$ cat src/core/bat_pkg.sv
// constants and types for the block address translator
package bat_pkg;
  localparam int PAGE_SHIFT    = 12;
  localparam int MAX_ENTRIES   = 6;
  localparam int IDX_W         = 3;
  // register byte offsets
  localparam logic [7:0] OFF_INDEX   = 8'h00;
  localparam logic [7:0] OFF_HIGH    = 8'h04;
  localparam logic [7:0] OFF_LOW0    = 8'h08;
  localparam logic [7:0] OFF_CMD     = 8'h0C;
  localparam logic [7:0] OFF_CONFIG  = 8'h10;
  localparam logic [7:0] OFF_STATUS  = 8'h14;
  localparam logic [7:0] OFF_MASK    = 8'h18;
  localparam logic [7:0] OFF_FAULTVA = 8'h1C;
  // entry low0 field positions
  localparam int LOW_V_BIT   = 1;
  localparam int LOW_D_BIT   = 2;
  localparam int LOW_C_LSB   = 3;
  localparam int LOW_PFN_LSB = 6;
  // second config register size field position
  localparam int CFG_SIZE_LSB = 25;
  // command codes
  localparam logic [1:0] CMD_WRITE_IDX = 2'h0;
  localparam logic [1:0] CMD_READ      = 2'h1;
  localparam logic [1:0] CMD_PROBE     = 2'h2;
  localparam logic [1:0] CMD_RANDOM    = 2'h3;
  // status bits
  localparam int ST_INV_I  = 0;
  localparam int ST_INV_D  = 1;
  localparam int ST_MOD    = 2;
  localparam int ST_RSVD   = 3;
  localparam int ST_W      = 4;
  localparam logic [1:0] RESP_OKAY = 2'h0;
  typedef struct packed {
    logic [19:0] boundsPage;
    logic [19:0] baseFrame;
    logic [2:0]  coherence;
    logic        dirty;
    logic        valid;
  } entry_type;
endpackage : bat_pkg

$ cat src/core/bat_lookup_if.sv
// lookup request and result between translator and table
`timescale 1ns/1ns
interface bat_lookup_if;
  logic [2:0]          sel;
  bat_pkg::entry_type  entry;
  modport requester (output sel, input entry);
  modport table_side (input sel, output entry);
endinterface : bat_lookup_if

$ cat src/core/bat_entry_table.sv
// storage of the block translation table entries
`timescale 1ns/1ns
module bat_entry_table #(
  parameter int NUM_ENTRIES = 6
) (
  input  wire logic               core_clk,
  input  wire logic               sys_rst,
  input  wire logic               clkEn,
  input  wire logic               wrEn,
  input  wire logic [2:0]         wrIdx,
  input  wire bat_pkg::entry_type wrData,
  input  wire logic [2:0]         rdIdx,
  output bat_pkg::entry_type      rdData,
  bat_lookup_if.table_side        lookup
);
  typedef struct packed {
    bat_pkg::entry_type [NUM_ENTRIES-1:0] ent;
  } state_type;
  state_type st;
  state_type next_st;

  // write the indexed entry
  always_comb begin
    next_st = st;
    if (wrEn && (32'(wrIdx) < NUM_ENTRIES)) begin
      next_st.ent[wrIdx] = wrData;
    end
  end

  always_ff @(posedge core_clk) begin
    if (sys_rst) begin
      st <= '0;
    end else if (clkEn) begin
      st <= next_st;
    end
  end

  // read ports, unimplemented indices read as zero
  always_comb begin
    rdData = '0;
    lookup.entry = '0;
    if (32'(rdIdx) < NUM_ENTRIES) begin
      rdData = st.ent[rdIdx];
    end
    if (32'(lookup.sel) < NUM_ENTRIES) begin
      lookup.entry = st.ent[lookup.sel];
    end
  end
endmodule : bat_entry_table

$ cat src/core/bat_region_select.sv
// picks the entry number from reference type and region
`timescale 1ns/1ns
module bat_region_select #(
  parameter int NUM_ENTRIES = 6
) (
  input  wire logic        isData,
  input  wire logic [31:0] va,
  bat_lookup_if.requester  lookup
);
  logic upper;
  logic top;
  assign upper = va[31:29] == 3'h6;
  assign top   = va[31:29] == 3'h7;

  // region select
  always_comb begin
    lookup.sel = {2'h0, isData};
    if (upper || top) begin
      if (NUM_ENTRIES >= 6 && top) begin
        lookup.sel = 3'(4 + int'(isData));
      end else begin
        lookup.sel = 3'(2 + int'(isData));
      end
    end
  end
endmodule : bat_region_select

$ cat src/core/block_address_translator.sv
// block address translator with AHB-Lite register access
//
// The implementer's own choices: the AHB-Lite slave port and the register addresses.
`timescale 1ns/1ns
module block_address_translator #(
  parameter int NUM_ENTRIES = 6
) (
  input  wire logic        core_clk,
  input  wire logic        sys_rst,
  input  wire logic        clkEn,
  // AHB-Lite slave
  input  wire logic        hsel,
  input  wire logic [31:0] haddr,
  input  wire logic [1:0]  htrans,
  input  wire logic        hwrite,
  input  wire logic [2:0]  hsize,
  input  wire logic [31:0] hwdata,
  input  wire logic        hready,
  output logic [31:0]      hrdata,
  output logic             hreadyout,
  output logic [1:0]       hresp,
  // translation request
  input  wire logic        reqValid,
  input  wire logic        reqData,
  input  wire logic        reqStore,
  input  wire logic [31:0] reqVa,
  output logic             rspValid,
  output logic [31:0]      rspPa,
  output logic             rspAccess,
  output logic             rspInvalid,
  output logic             rspModified,
  output logic             rspData,
  // instruction decode hook
  input  wire logic        probeInstr,
  input  wire logic        randomWriteInstr,
  output logic             reservedInstr,
  output logic             irq
);
  typedef struct packed {
    logic                  dPend;
    logic                  dWrite;
    logic [7:0]            dAddr;
    logic [31:0]           rdata;
    logic [2:0]            index;
    logic [19:0]           highPage;
    logic [31:0]           low0;
    logic [bat_pkg::ST_W-1:0] status;
    logic [bat_pkg::ST_W-1:0] mask;
    logic [31:0]           faultVa;
    logic                  rspValid;
    logic [31:0]           rspPa;
    logic                  rspAccess;
    logic                  rspInvalid;
    logic                  rspModified;
    logic                  rspData;
    logic                  rsvd;
    logic                  irq;
  } state_type;

  state_type st;
  state_type next_st;

  bat_lookup_if       lk ();
  logic               tblWr;
  bat_pkg::entry_type tblWrData;
  bat_pkg::entry_type tblRdData;
  bat_pkg::entry_type sel;
  logic [31:0]        bounds;
  logic               outOfRange;
  logic               badValid;
  logic               badDirty;
  logic [31:0]        paCalc;
  logic               cmdHit;
  logic [1:0]         cmdCode;
  logic [bat_pkg::ST_W-1:0] events;

  bat_region_select #(
    .NUM_ENTRIES (NUM_ENTRIES)
  ) u_sel (
    .isData (reqData),
    .va     (reqVa),
    .lookup (lk)
  );

  bat_entry_table #(
    .NUM_ENTRIES (NUM_ENTRIES)
  ) u_tbl (
    .core_clk (core_clk),
    .sys_rst  (sys_rst),
    .clkEn    (clkEn),
    .wrEn     (tblWr),
    .wrIdx    (st.index),
    .wrData   (tblWrData),
    .rdIdx    (st.index),
    .rdData   (tblRdData),
    .lookup   (lk)
  );

  // translation checks on the selected entry
  assign sel        = lk.entry;
  assign bounds     = {sel.boundsPage, 12'hFFF};
  assign outOfRange = reqVa > bounds;
  assign badValid   = outOfRange || !sel.valid;
  assign badDirty   = reqStore && !sel.dirty;
  assign paCalc     = reqVa + {sel.baseFrame, 12'h000};

  // indexed write pulls from entry high and entry low0
  assign tblWrData.boundsPage = st.highPage;
  assign tblWrData.baseFrame  = st.low0[bat_pkg::LOW_PFN_LSB +: 20];
  assign tblWrData.coherence  = st.low0[bat_pkg::LOW_C_LSB +: 3];
  assign tblWrData.dirty      = st.low0[bat_pkg::LOW_D_BIT];
  assign tblWrData.valid      = st.low0[bat_pkg::LOW_V_BIT];

  assign cmdHit  = st.dPend && st.dWrite && st.dAddr == bat_pkg::OFF_CMD;
  assign cmdCode = hwdata[1:0];
  assign tblWr   = cmdHit && cmdCode == bat_pkg::CMD_WRITE_IDX;

  // events captured into status
  always_comb begin
    events = '0;
    if (reqValid) begin
      events[bat_pkg::ST_INV_I] = badValid && !reqData;
      events[bat_pkg::ST_INV_D] = badValid && reqData;
      events[bat_pkg::ST_MOD]   = !badValid && badDirty;
    end
    events[bat_pkg::ST_RSVD] = probeInstr || randomWriteInstr ||
      (cmdHit && (cmdCode == bat_pkg::CMD_PROBE ||
                  cmdCode == bat_pkg::CMD_RANDOM));
  end

  // next state: bus, registers, translation response
  always_comb begin
    next_st = st;
    // address phase capture
    next_st.dPend = hsel && hready && htrans[1];
    if (hsel && hready && htrans[1]) begin
      next_st.dWrite = hwrite;
      next_st.dAddr  = haddr[7:0];
    end
    // data phase write
    if (st.dPend && st.dWrite) begin
      unique case (st.dAddr)
        bat_pkg::OFF_INDEX: next_st.index = hwdata[2:0];
        bat_pkg::OFF_HIGH:  next_st.highPage = hwdata[31:12];
        bat_pkg::OFF_LOW0:  next_st.low0 = hwdata;
        bat_pkg::OFF_CMD: begin
          if (cmdCode == bat_pkg::CMD_READ) begin
            next_st.highPage = tblRdData.boundsPage;
            next_st.low0 = '0;
            next_st.low0[bat_pkg::LOW_PFN_LSB +: 20] = tblRdData.baseFrame;
            next_st.low0[bat_pkg::LOW_C_LSB +: 3] = tblRdData.coherence;
            next_st.low0[bat_pkg::LOW_D_BIT] = tblRdData.dirty;
            next_st.low0[bat_pkg::LOW_V_BIT] = tblRdData.valid;
          end
        end
        bat_pkg::OFF_STATUS:
          next_st.status = st.status & ~hwdata[bat_pkg::ST_W-1:0];
        bat_pkg::OFF_MASK: next_st.mask = hwdata[bat_pkg::ST_W-1:0];
        default: ;
      endcase
    end
    // set wins over clear
    next_st.status = next_st.status | events;
    // read data for next data phase, sees a write ending this cycle
    next_st.rdata = '0;
    if (hsel && hready && htrans[1] && !hwrite) begin
      unique case (haddr[7:0])
        bat_pkg::OFF_INDEX:  next_st.rdata = {29'h0, next_st.index};
        bat_pkg::OFF_HIGH:   next_st.rdata = {next_st.highPage, 12'h000};
        bat_pkg::OFF_LOW0:   next_st.rdata = next_st.low0;
        bat_pkg::OFF_CONFIG: next_st.rdata =
          32'((NUM_ENTRIES - 1) << bat_pkg::CFG_SIZE_LSB);
        bat_pkg::OFF_STATUS: next_st.rdata = 32'(next_st.status);
        bat_pkg::OFF_MASK:   next_st.rdata = 32'(next_st.mask);
        bat_pkg::OFF_FAULTVA: next_st.rdata = st.faultVa;
        default: next_st.rdata = '0;
      endcase
    end
    // translation response, one cycle after the request
    next_st.rspValid    = reqValid;
    next_st.rspData     = reqData;
    next_st.rspInvalid  = reqValid && badValid;
    next_st.rspModified = reqValid && !badValid && badDirty;
    next_st.rspAccess   = reqValid && !badValid && !badDirty;
    next_st.rspPa = (reqValid && !badValid && !badDirty) ? paCalc : '0;
    if (reqValid && (badValid || badDirty)) begin
      next_st.faultVa = reqVa;
    end
    next_st.rsvd = events[bat_pkg::ST_RSVD];
    next_st.irq  = |(next_st.status & next_st.mask);
  end

  always_ff @(posedge core_clk) begin
    if (sys_rst) begin
      st <= '0;
    end else if (clkEn) begin
      st <= next_st;
    end
  end

  // outputs straight from state, hreadyout and hresp tied constant
  assign hrdata        = st.rdata;
  assign hreadyout     = 1'b1;
  assign hresp         = bat_pkg::RESP_OKAY;
  assign rspValid      = st.rspValid;
  assign rspPa         = st.rspPa;
  assign rspAccess     = st.rspAccess;
  assign rspInvalid    = st.rspInvalid;
  assign rspModified   = st.rspModified;
  assign rspData       = st.rspData;
  assign reservedInstr = st.rsvd;
  assign irq           = st.irq;
endmodule : block_address_translator

$ cat config.mk
export PLATFORM = sky130hd
export DESIGN_NAME = block_address_translator
export DESIGN_NICKNAME = d
export VERILOG_FILES = /design/src/core/bat_pkg.sv /design/src/core/bat_lookup_if.sv /design/src/core/bat_entry_table.sv /design/src/core/bat_region_select.sv /design/src/core/block_address_translator.sv
export SDC_FILE = /design/constraint.sdc
export NUM_CORES = 1
export LEC_CHECK = 0
export BUFFER_PORTS_ARGS = -buffer_cell sky130_fd_sc_hd__buf_4
export CORE_MARGIN = 1.5
export CORE_UTILIZATION = 35
export CTS_BUF_LIST = sky130_fd_sc_hd__clkbuf_8
export DETAILED_ROUTE_END_ITERATION = 10
export PLACE_DENSITY = 0.6
export SKIP_LAST_GASP = 1
export SYNTH_ARGS = -nofsm -noshare
export SYNTH_HDL_FRONTEND = slang
export SYNTH_HIERARCHICAL = 1
export SYNTH_SLANG_ARGS = --single-unit
$ cat constraint.sdc
create_clock -name core_clk -period 6.5 [get_ports core_clk]
set_input_delay 0.325 -clock core_clk [delete_from_list [all_inputs] [get_ports core_clk]]
set_output_delay 0.325 -clock core_clk [all_outputs]
set_load 0.01 [all_outputs]
==> results of run 1 <==
-- critical path: cells and delay by family --
kind	cells	cell delay (ps)
fa+ha+maj	1	320
simple gates	5	2200
compound gates	5	1590
buf+inv	4	1230
-- layer usage --
layer  track usage  share of wire  up-vias
met5             0        0.00016        -
met4         0.104          0.045        2
met3        0.0419          0.060      212
met2         0.341           0.45      716
met1         0.293           0.44    10200
li1              -              -     9346
-- report_power, final --
group / leakage [uW] / internal, uW / switching [uW] / total (uW)
combinational: 0.00714 / 170 / 239 / 409
clock: 0.000865 / 1390 / 1200 / 2590
sequential: 0.00360 / 2760 / 18.2 / 2780
-- timing repair --
item,in CTS,in global routing
hold buffers,52,0
buffers inserted,0,0
hold endpoints to repair,67,0
-- per-stage QoR --
| stage | area (sq um) | utilization | total power (uW) | worst slack, ps |
|---|---|---|---|---|
| floorplan | 24400 | - | 3060 | 2720 |
| global placement | 25600 | 0.372 | 3200 | 1490 |
| detailed placement | 25600 | 0.372 | 3210 | 1390 |
| CTS | 27600 | 0.402 | 5810 | 1520 |
| global route | 27600 | 0.402 | 5970 | 1270 |
| finish | 27600 | 0.402 | 5770 | 1370 |
-- how the worst min path moves through the flow --
stage / cells after the start / end / slack (ps) / start
3_5_place_dp: 2 / st[172] / 450 / st[172]
5_1_grt: 2 / rspPa[20] / 30 / sys_rst
4_1_cts: 3 / st[86] / 6 / hwdata[7]
6_report: 2 / rspPa[20] / 40 / sys_rst
3_3_place_gp: 2 / st[106] / 440 / st[106]
2_1_floorplan: 2 / hrdata[12] / 430 / hrdata[12]
-- cells in the final DEF (no fill, tap or decap), drive strengths merged, types with 12 or more instances in the layout --
master,n
a311oi,14
nor3,13
ha,39
nand3,21
buf,189
a221oi,12
a22o,12
o211a,14
dfxtp,446
a211oi,12
o21ai,49
inv,55
nor2,131
o221ai,88
a22oi,73
mux2,89
nand2b,329
clkbuf,98
or2,16
dlygate4sd3,52
mux2i,496
a21oi,73
nand2,242
-- flip-flops by register name (all words and copies together) (netlist names) --
| name | cells |
|---|---|
| rspValid | 1 |
| irq | 1 |
| hrdata | 32 |
| u_tbl/st | 270 |
| rspModified | 1 |
| rspPa | 32 |
| rspInvalid | 1 |
| rspAccess | 1 |
| reservedInstr | 1 |
| st | 105 |
| rspData | 1 |
-- layout make-up --
class | instances | area share
Clock inverter | 33 | 0.00643
Sequential cell | 446 | 0.323
Antenna cell | 2 | 0.000181
Inverter | 32 | 0.00435
Clock buffer | 98 | 0.0488
Tap cell | 931 | 0.0422
Timing Repair Buffer | 241 | 0.0720
Multi-Input combinational cell | 1863 | 0.503
==> results.py, run 1 <==
metrics = {
    "status": {
        "status": "complete, no violations",
    },
    "timing": {
        "hold_ws_ps": 39.4,
        "tightestPinTransition_ps": 1380,
        "finalCritPeriodShare": 0.789,
        "fmax_ghz": 0.195,
        "rsz0062_at_grt": "no",
        "tns_ps": 0,
        "finalMaxSlewViolations": 0,
        "hold_viol": 0,
        "setup_viol": 0,
        "clock_skew_ps": 31.4,
        "slew-limit-headroom": 0.0747,
        "post-route-min-period_ps": 5130,
    },
    "flow_run": {
        "maxCapViolCount": 0,
    },
    "worst_setup_path": {
        "worstReg2RegEnd": "rspPa[25]",
        "crit_type": "primary input to flip-flop",
        "setup.worst_path.end_class": "flip-flop",
        "cp-startpoint": "reqVa[31]",
        "endpoint": "rspPa[25]",
        "cp-start-kind": "primary input",
        "required_ps": 7070,
        "cp.arrival_ps": 5700,
        "worstPathCellList": "dlygate4sd3_1 -> buf_4 -> and3_2 -> nand2b_2 -> buf_4 -> o221ai_1 -> inv_1 -> ha_1 -> a22oi_1 -> nand2_1 -> o311a_1 -> o31a_1 -> nor2_2 -> nand2_1 -> o31ai_1",
        "rr_startpoint": "u_tbl/st[269]",
        "cpMaxStageDelayCell": "nor2_2",
        "cp_slowest_stage_delay_ps": 1050,
        "reg2reg_slack_ps": 2410,
        "crit_path_max_fanout": 26,
        "r2r_cells": 11,
    },
    "routing": {
        "ant_nets": 0,
        "via_count": 20400,
        "post-route-drc-count": 0,
        "post_drt_via_cell_ratio": 5.61,
        "drt-total-wl_um": 80300,
        "drtIter0Drc": 1728,
        "wire_per_inst_um": 22.0,
        "drt_first_pass_iters": 5,
    },
    "final_layout": {
        "drive_gt1_frac": 0.160,
        "syn2layout_area_growth_pct": 13.4,
        "n_fill_cell": 6816,
        "multi_input_area_sq_um": 13900,
        "instances_no_fill": 3646,
        "register_area_sq_um": 8940,
        "num-nets-final": 2811,
    },
    "cts": {
        "clockBufferDepth": 3,
        "clk_pin_slew_ps": 60,
        "clkLatencyLatePin_ps": 680,
        "cts_htree_levels": 3,
        "cts_resized": 0,
        "numCtsBuffers": 75,
        "cts_tree": "yes",
        "cts_root_buf": "clkbuf_8",
        "clock_sinks": 446,
    },
    "die": {
        "io_pins": 186,
        "fp.dieH_um": 267,
        "die_w_um": 267,
        "core_area_sq_um": 68700,
        "die_area_sq_um": 71200,
        "initial_utilization": 0.354,
        "rows": 96,
    },
    "synthesis": {
        "avgSynthCellArea_sq_um": 9.34,
        "yosys_warnings": 6,
        "syn_inst": 2607,
        "synth.cell_area_sq_um": 24400,
    },
    "grt": {
        "gr-usage-all-layers": 0.220,
        "grt_max_degree": 218,
        "grt_antenna_before_repair": 2,
        "grt_pass1_wl_um": 121000,
        "overflow": 0,
        "grt_pass1_vias": 20400,
    },
    "power_and_ir_drop": {
        "power.leakage_uw": 0.0116,
        "p_per_area_nw_per_um2": 209,
        "peakVddDrop_mv": 0.173,
    },
    "place": {
        "portBuffers": 154,
        "numPlacedInstances": 3461,
        "gp_congestion": 0.901,
        "post-dp-hpwl_um": 51800,
    },
    "min_path": {
        "hp-class": "primary input to flip-flop",
    },
}
Power figures use the tool's default switching activity.
==> run 2: changes to the inputs <==
--- a/config.mk
+++ b/config.mk
@@ -5,12 +5,13 @@
 export SDC_FILE = /design/constraint.sdc
 export NUM_CORES = 1
 export LEC_CHECK = 0
+export ABC_AREA = 1
 export BUFFER_PORTS_ARGS = -buffer_cell sky130_fd_sc_hd__buf_4
 export CORE_MARGIN = 1.5
 export CORE_UTILIZATION = 35
 export CTS_BUF_LIST = sky130_fd_sc_hd__clkbuf_8
 export DETAILED_ROUTE_END_ITERATION = 10
-export PLACE_DENSITY = 0.6
+export PLACE_DENSITY = 0.62
 export SKIP_LAST_GASP = 1
 export SYNTH_ARGS = -nofsm -noshare
 export SYNTH_HDL_FRONTEND = slang
==> constraint.sdc (replaced) <==
create_clock -name core_clk -period 4.17 [get_ports core_clk]
set_input_delay 0.2085 -clock core_clk [delete_from_list [all_inputs] [get_ports core_clk]]
set_output_delay 0.2085 -clock core_clk [all_outputs]
set_load 0.01 [all_outputs]
==> results.py, run 2 <==
metrics = {
    "die": {
        "fp.dieH_um": 281,
        "rows": 101,
        "core_area_sq_um": 76200,
        "initial_utilization": 0.355,
        "die_area_sq_um": 78900,
        "die_w_um": 281,
        "io_pins": 186,
    },
    "timing": {
        "finalCritPeriodShare": 0.935,
        "tightestPinTransition_ps": 1170,
        "clock_skew_ps": 38.6,
        "slew-limit-headroom": 0.214,
        "rsz0062_at_grt": "no",
        "hold_ws_ps": 34.8,
        "fmax_ghz": 0.256,
        "post-route-min-period_ps": 3900,
        "finalMaxSlewViolations": 0,
        "setup_viol": 0,
        "tns_ps": 0,
        "hold_viol": 0,
    },
    "power_and_ir_drop": {
        "p_per_area_nw_per_um2": 320,
        "power.leakage_uw": 0.0163,
        "peakVddDrop_mv": 0.269,
    },
    "final_layout": {
        "drive_gt1_frac": 0.0854,
        "largest_reg_flops": 270,
        "final_cell_mix": "nand2_1, inv_1, nor2_1, dfxtp_1, nand3_1",
        "layout_commonest_cell": "nand2_1",
        "regMostFlops": "u_tbl/st",
        "final_area_sq_um": 30800,
        "instances_no_fill": 5724,
        "final_core_utilization": 0.404,
        "num-nets-final": 4791,
        "syn2layout_area_growth_pct": 13.9,
        "top_regs": "u_tbl/st: 270 flops, st: 105 flops",
    },
    "synthesis": {
        "synth.cell_area_sq_um": 27000,
        "yosys_warnings": 6,
        "syn_inst": 4603,
        "avgSynthCellArea_sq_um": 5.87,
    },
    "routing": {
        "via_count": 28600,
        "post-route-drc-count": 0,
        "wire_per_inst_um": 17.3,
        "post_drt_via_cell_ratio": 5.00,
        "ant_nets": 0,
        "drt-total-wl_um": 99300,
        "drtIter0Drc": 3233,
        "drt_first_pass_iters": 6,
    },
    "worst_setup_path": {
        "crit_family": "buffers and inverters",
        "timing.critical_path.mode_cell": "nand2_1",
        "crit_path_max_fanout": 31,
        "crit_type": "primary input to flip-flop",
        "cpMaxStageDelayCell": "dlygate4sd3_1",
        "setup.worst_path.end_class": "flip-flop",
        "cp.arrival_ps": 4530,
        "cp_slowest_stage_delay_ps": 550,
        "crit_buf_inv": 8,
        "required_ps": 4800,
        "cp-start-kind": "primary input",
        "worstPathCellList": "dlygate4sd3_1 -> buf_4 -> nand2_1 -> nor2_4 -> inv_2 -> buf_12 -> nand3_1 -> nand2_1 -> nand2_1 -> nand2_1 -> inv_1 -> ha_1 -> nand2_1 -> nor2_1 -> nand2_1 -> nor2_2 -> nand4_1 -> nand2_2 -> nand4_4 -> inv_2 -> buf_12 -> a22oi_1 -> nor2_1 -> dlygate4sd3_1",
    },
    "cts": {
        "numCtsBuffers": 78,
        "cts_tree": "yes",
        "clkLatencyLatePin_ps": 690,
        "cts_htree_levels": 3,
        "clockBufferDepth": 3,
        "clock_sinks": 446,
        "clk_pin_slew_ps": 60,
        "cts_setup_buffers": 0,
        "cts_root_buf": "clkbuf_8",
    },
    "grt": {
        "overflow": 0,
        "grt_antenna_before_repair": 3,
        "gr-usage-all-layers": 0.245,
        "grt_max_degree": 127,
        "grt_pass1_wl_um": 150000,
        "grt_pass1_vias": 25500,
    },
    "place": {
        "gp_congestion": 0.938,
        "dpl_cell_area_sq_um": 28600,
        "numPlacedInstances": 5520,
        "post-dp-hpwl_um": 62500,
        "portBuffers": 154,
    },
    "min_path": {
        "hp-class": "primary input to flip-flop",
    },
    "status": {
        "status": "complete, no violations",
    },
    "flow_run": {
        "maxCapViolCount": 0,
    },
}
==> run 2: layout make-up <==
class	count	area, sq um
Clock inverter	40	176
Fill cell	8292	45400
Inverter	671	2540
Timing Repair Buffer	300	2600
Sequential cell	446	8930
Tap cell	1030	1290
Multi-Input combinational cell	3142	14000
Clock buffer	94	1290
Antenna cell	1	2.50
==> run 2: path summary, 6_finish.rpt <==
kind | endpoint | start | slack, ps | cells past startpoint
hold reg to reg | st[54] | st[54] | 460 | 2
setup / recovery | rspPa[10] | reqVa[30] | 270 | 24
hold / removal | st[109] | hwdata[30] | 30 | 5
setup reg to reg | rspPa[10] | u_tbl/st[28] | 840 | 20
==> run 2: metrics by stage <==
step                      power (uW)  worst slack, ps
after floorplan                 5360             1450
after global placement          5860              571
after detailed placement        5870              532
after CTS                       9870              294
after global routing           10200             48.1
final                           9840              270
==> run 2: worst min-delay path, cell delays in order <==
cell and delay [ps]:
buf_4 110, inv_1 90, o22ai_1 110, nor2_1 100
a211oi_1 50
==> run 2: where the power goes <==
group	leakage [uW]	switching (uW)	total (uW)	internal [uW]
clock network	0.000861	1950	3970	2030
registers	0.00361	68.8	4400	4330
logic	0.0119	995	1470	470
total	0.0163	3010	9840	6830
==> run 2: repair_timing <==
item / CTS / global route
resized for setup: 0 / 1
hold endpoints to repair: 138 / 0
hold buffers: 69 / 0
endpoints found under the setup margin: 0 / 2
==> run 2: routing by layer <==
| layer | vias up | part of all wire | global-route usage |
|---|---|---|---|
| met5 | - | 0.00027 | 0 |
| met4 | 4 | 0.041 | 0.105 |
| met3 | 226 | 0.085 | 0.0436 |
| met2 | 1235 | 0.44 | 0.387 |
| met1 | 13000 | 0.43 | 0.328 |
| li1 | 14100 | - | - |
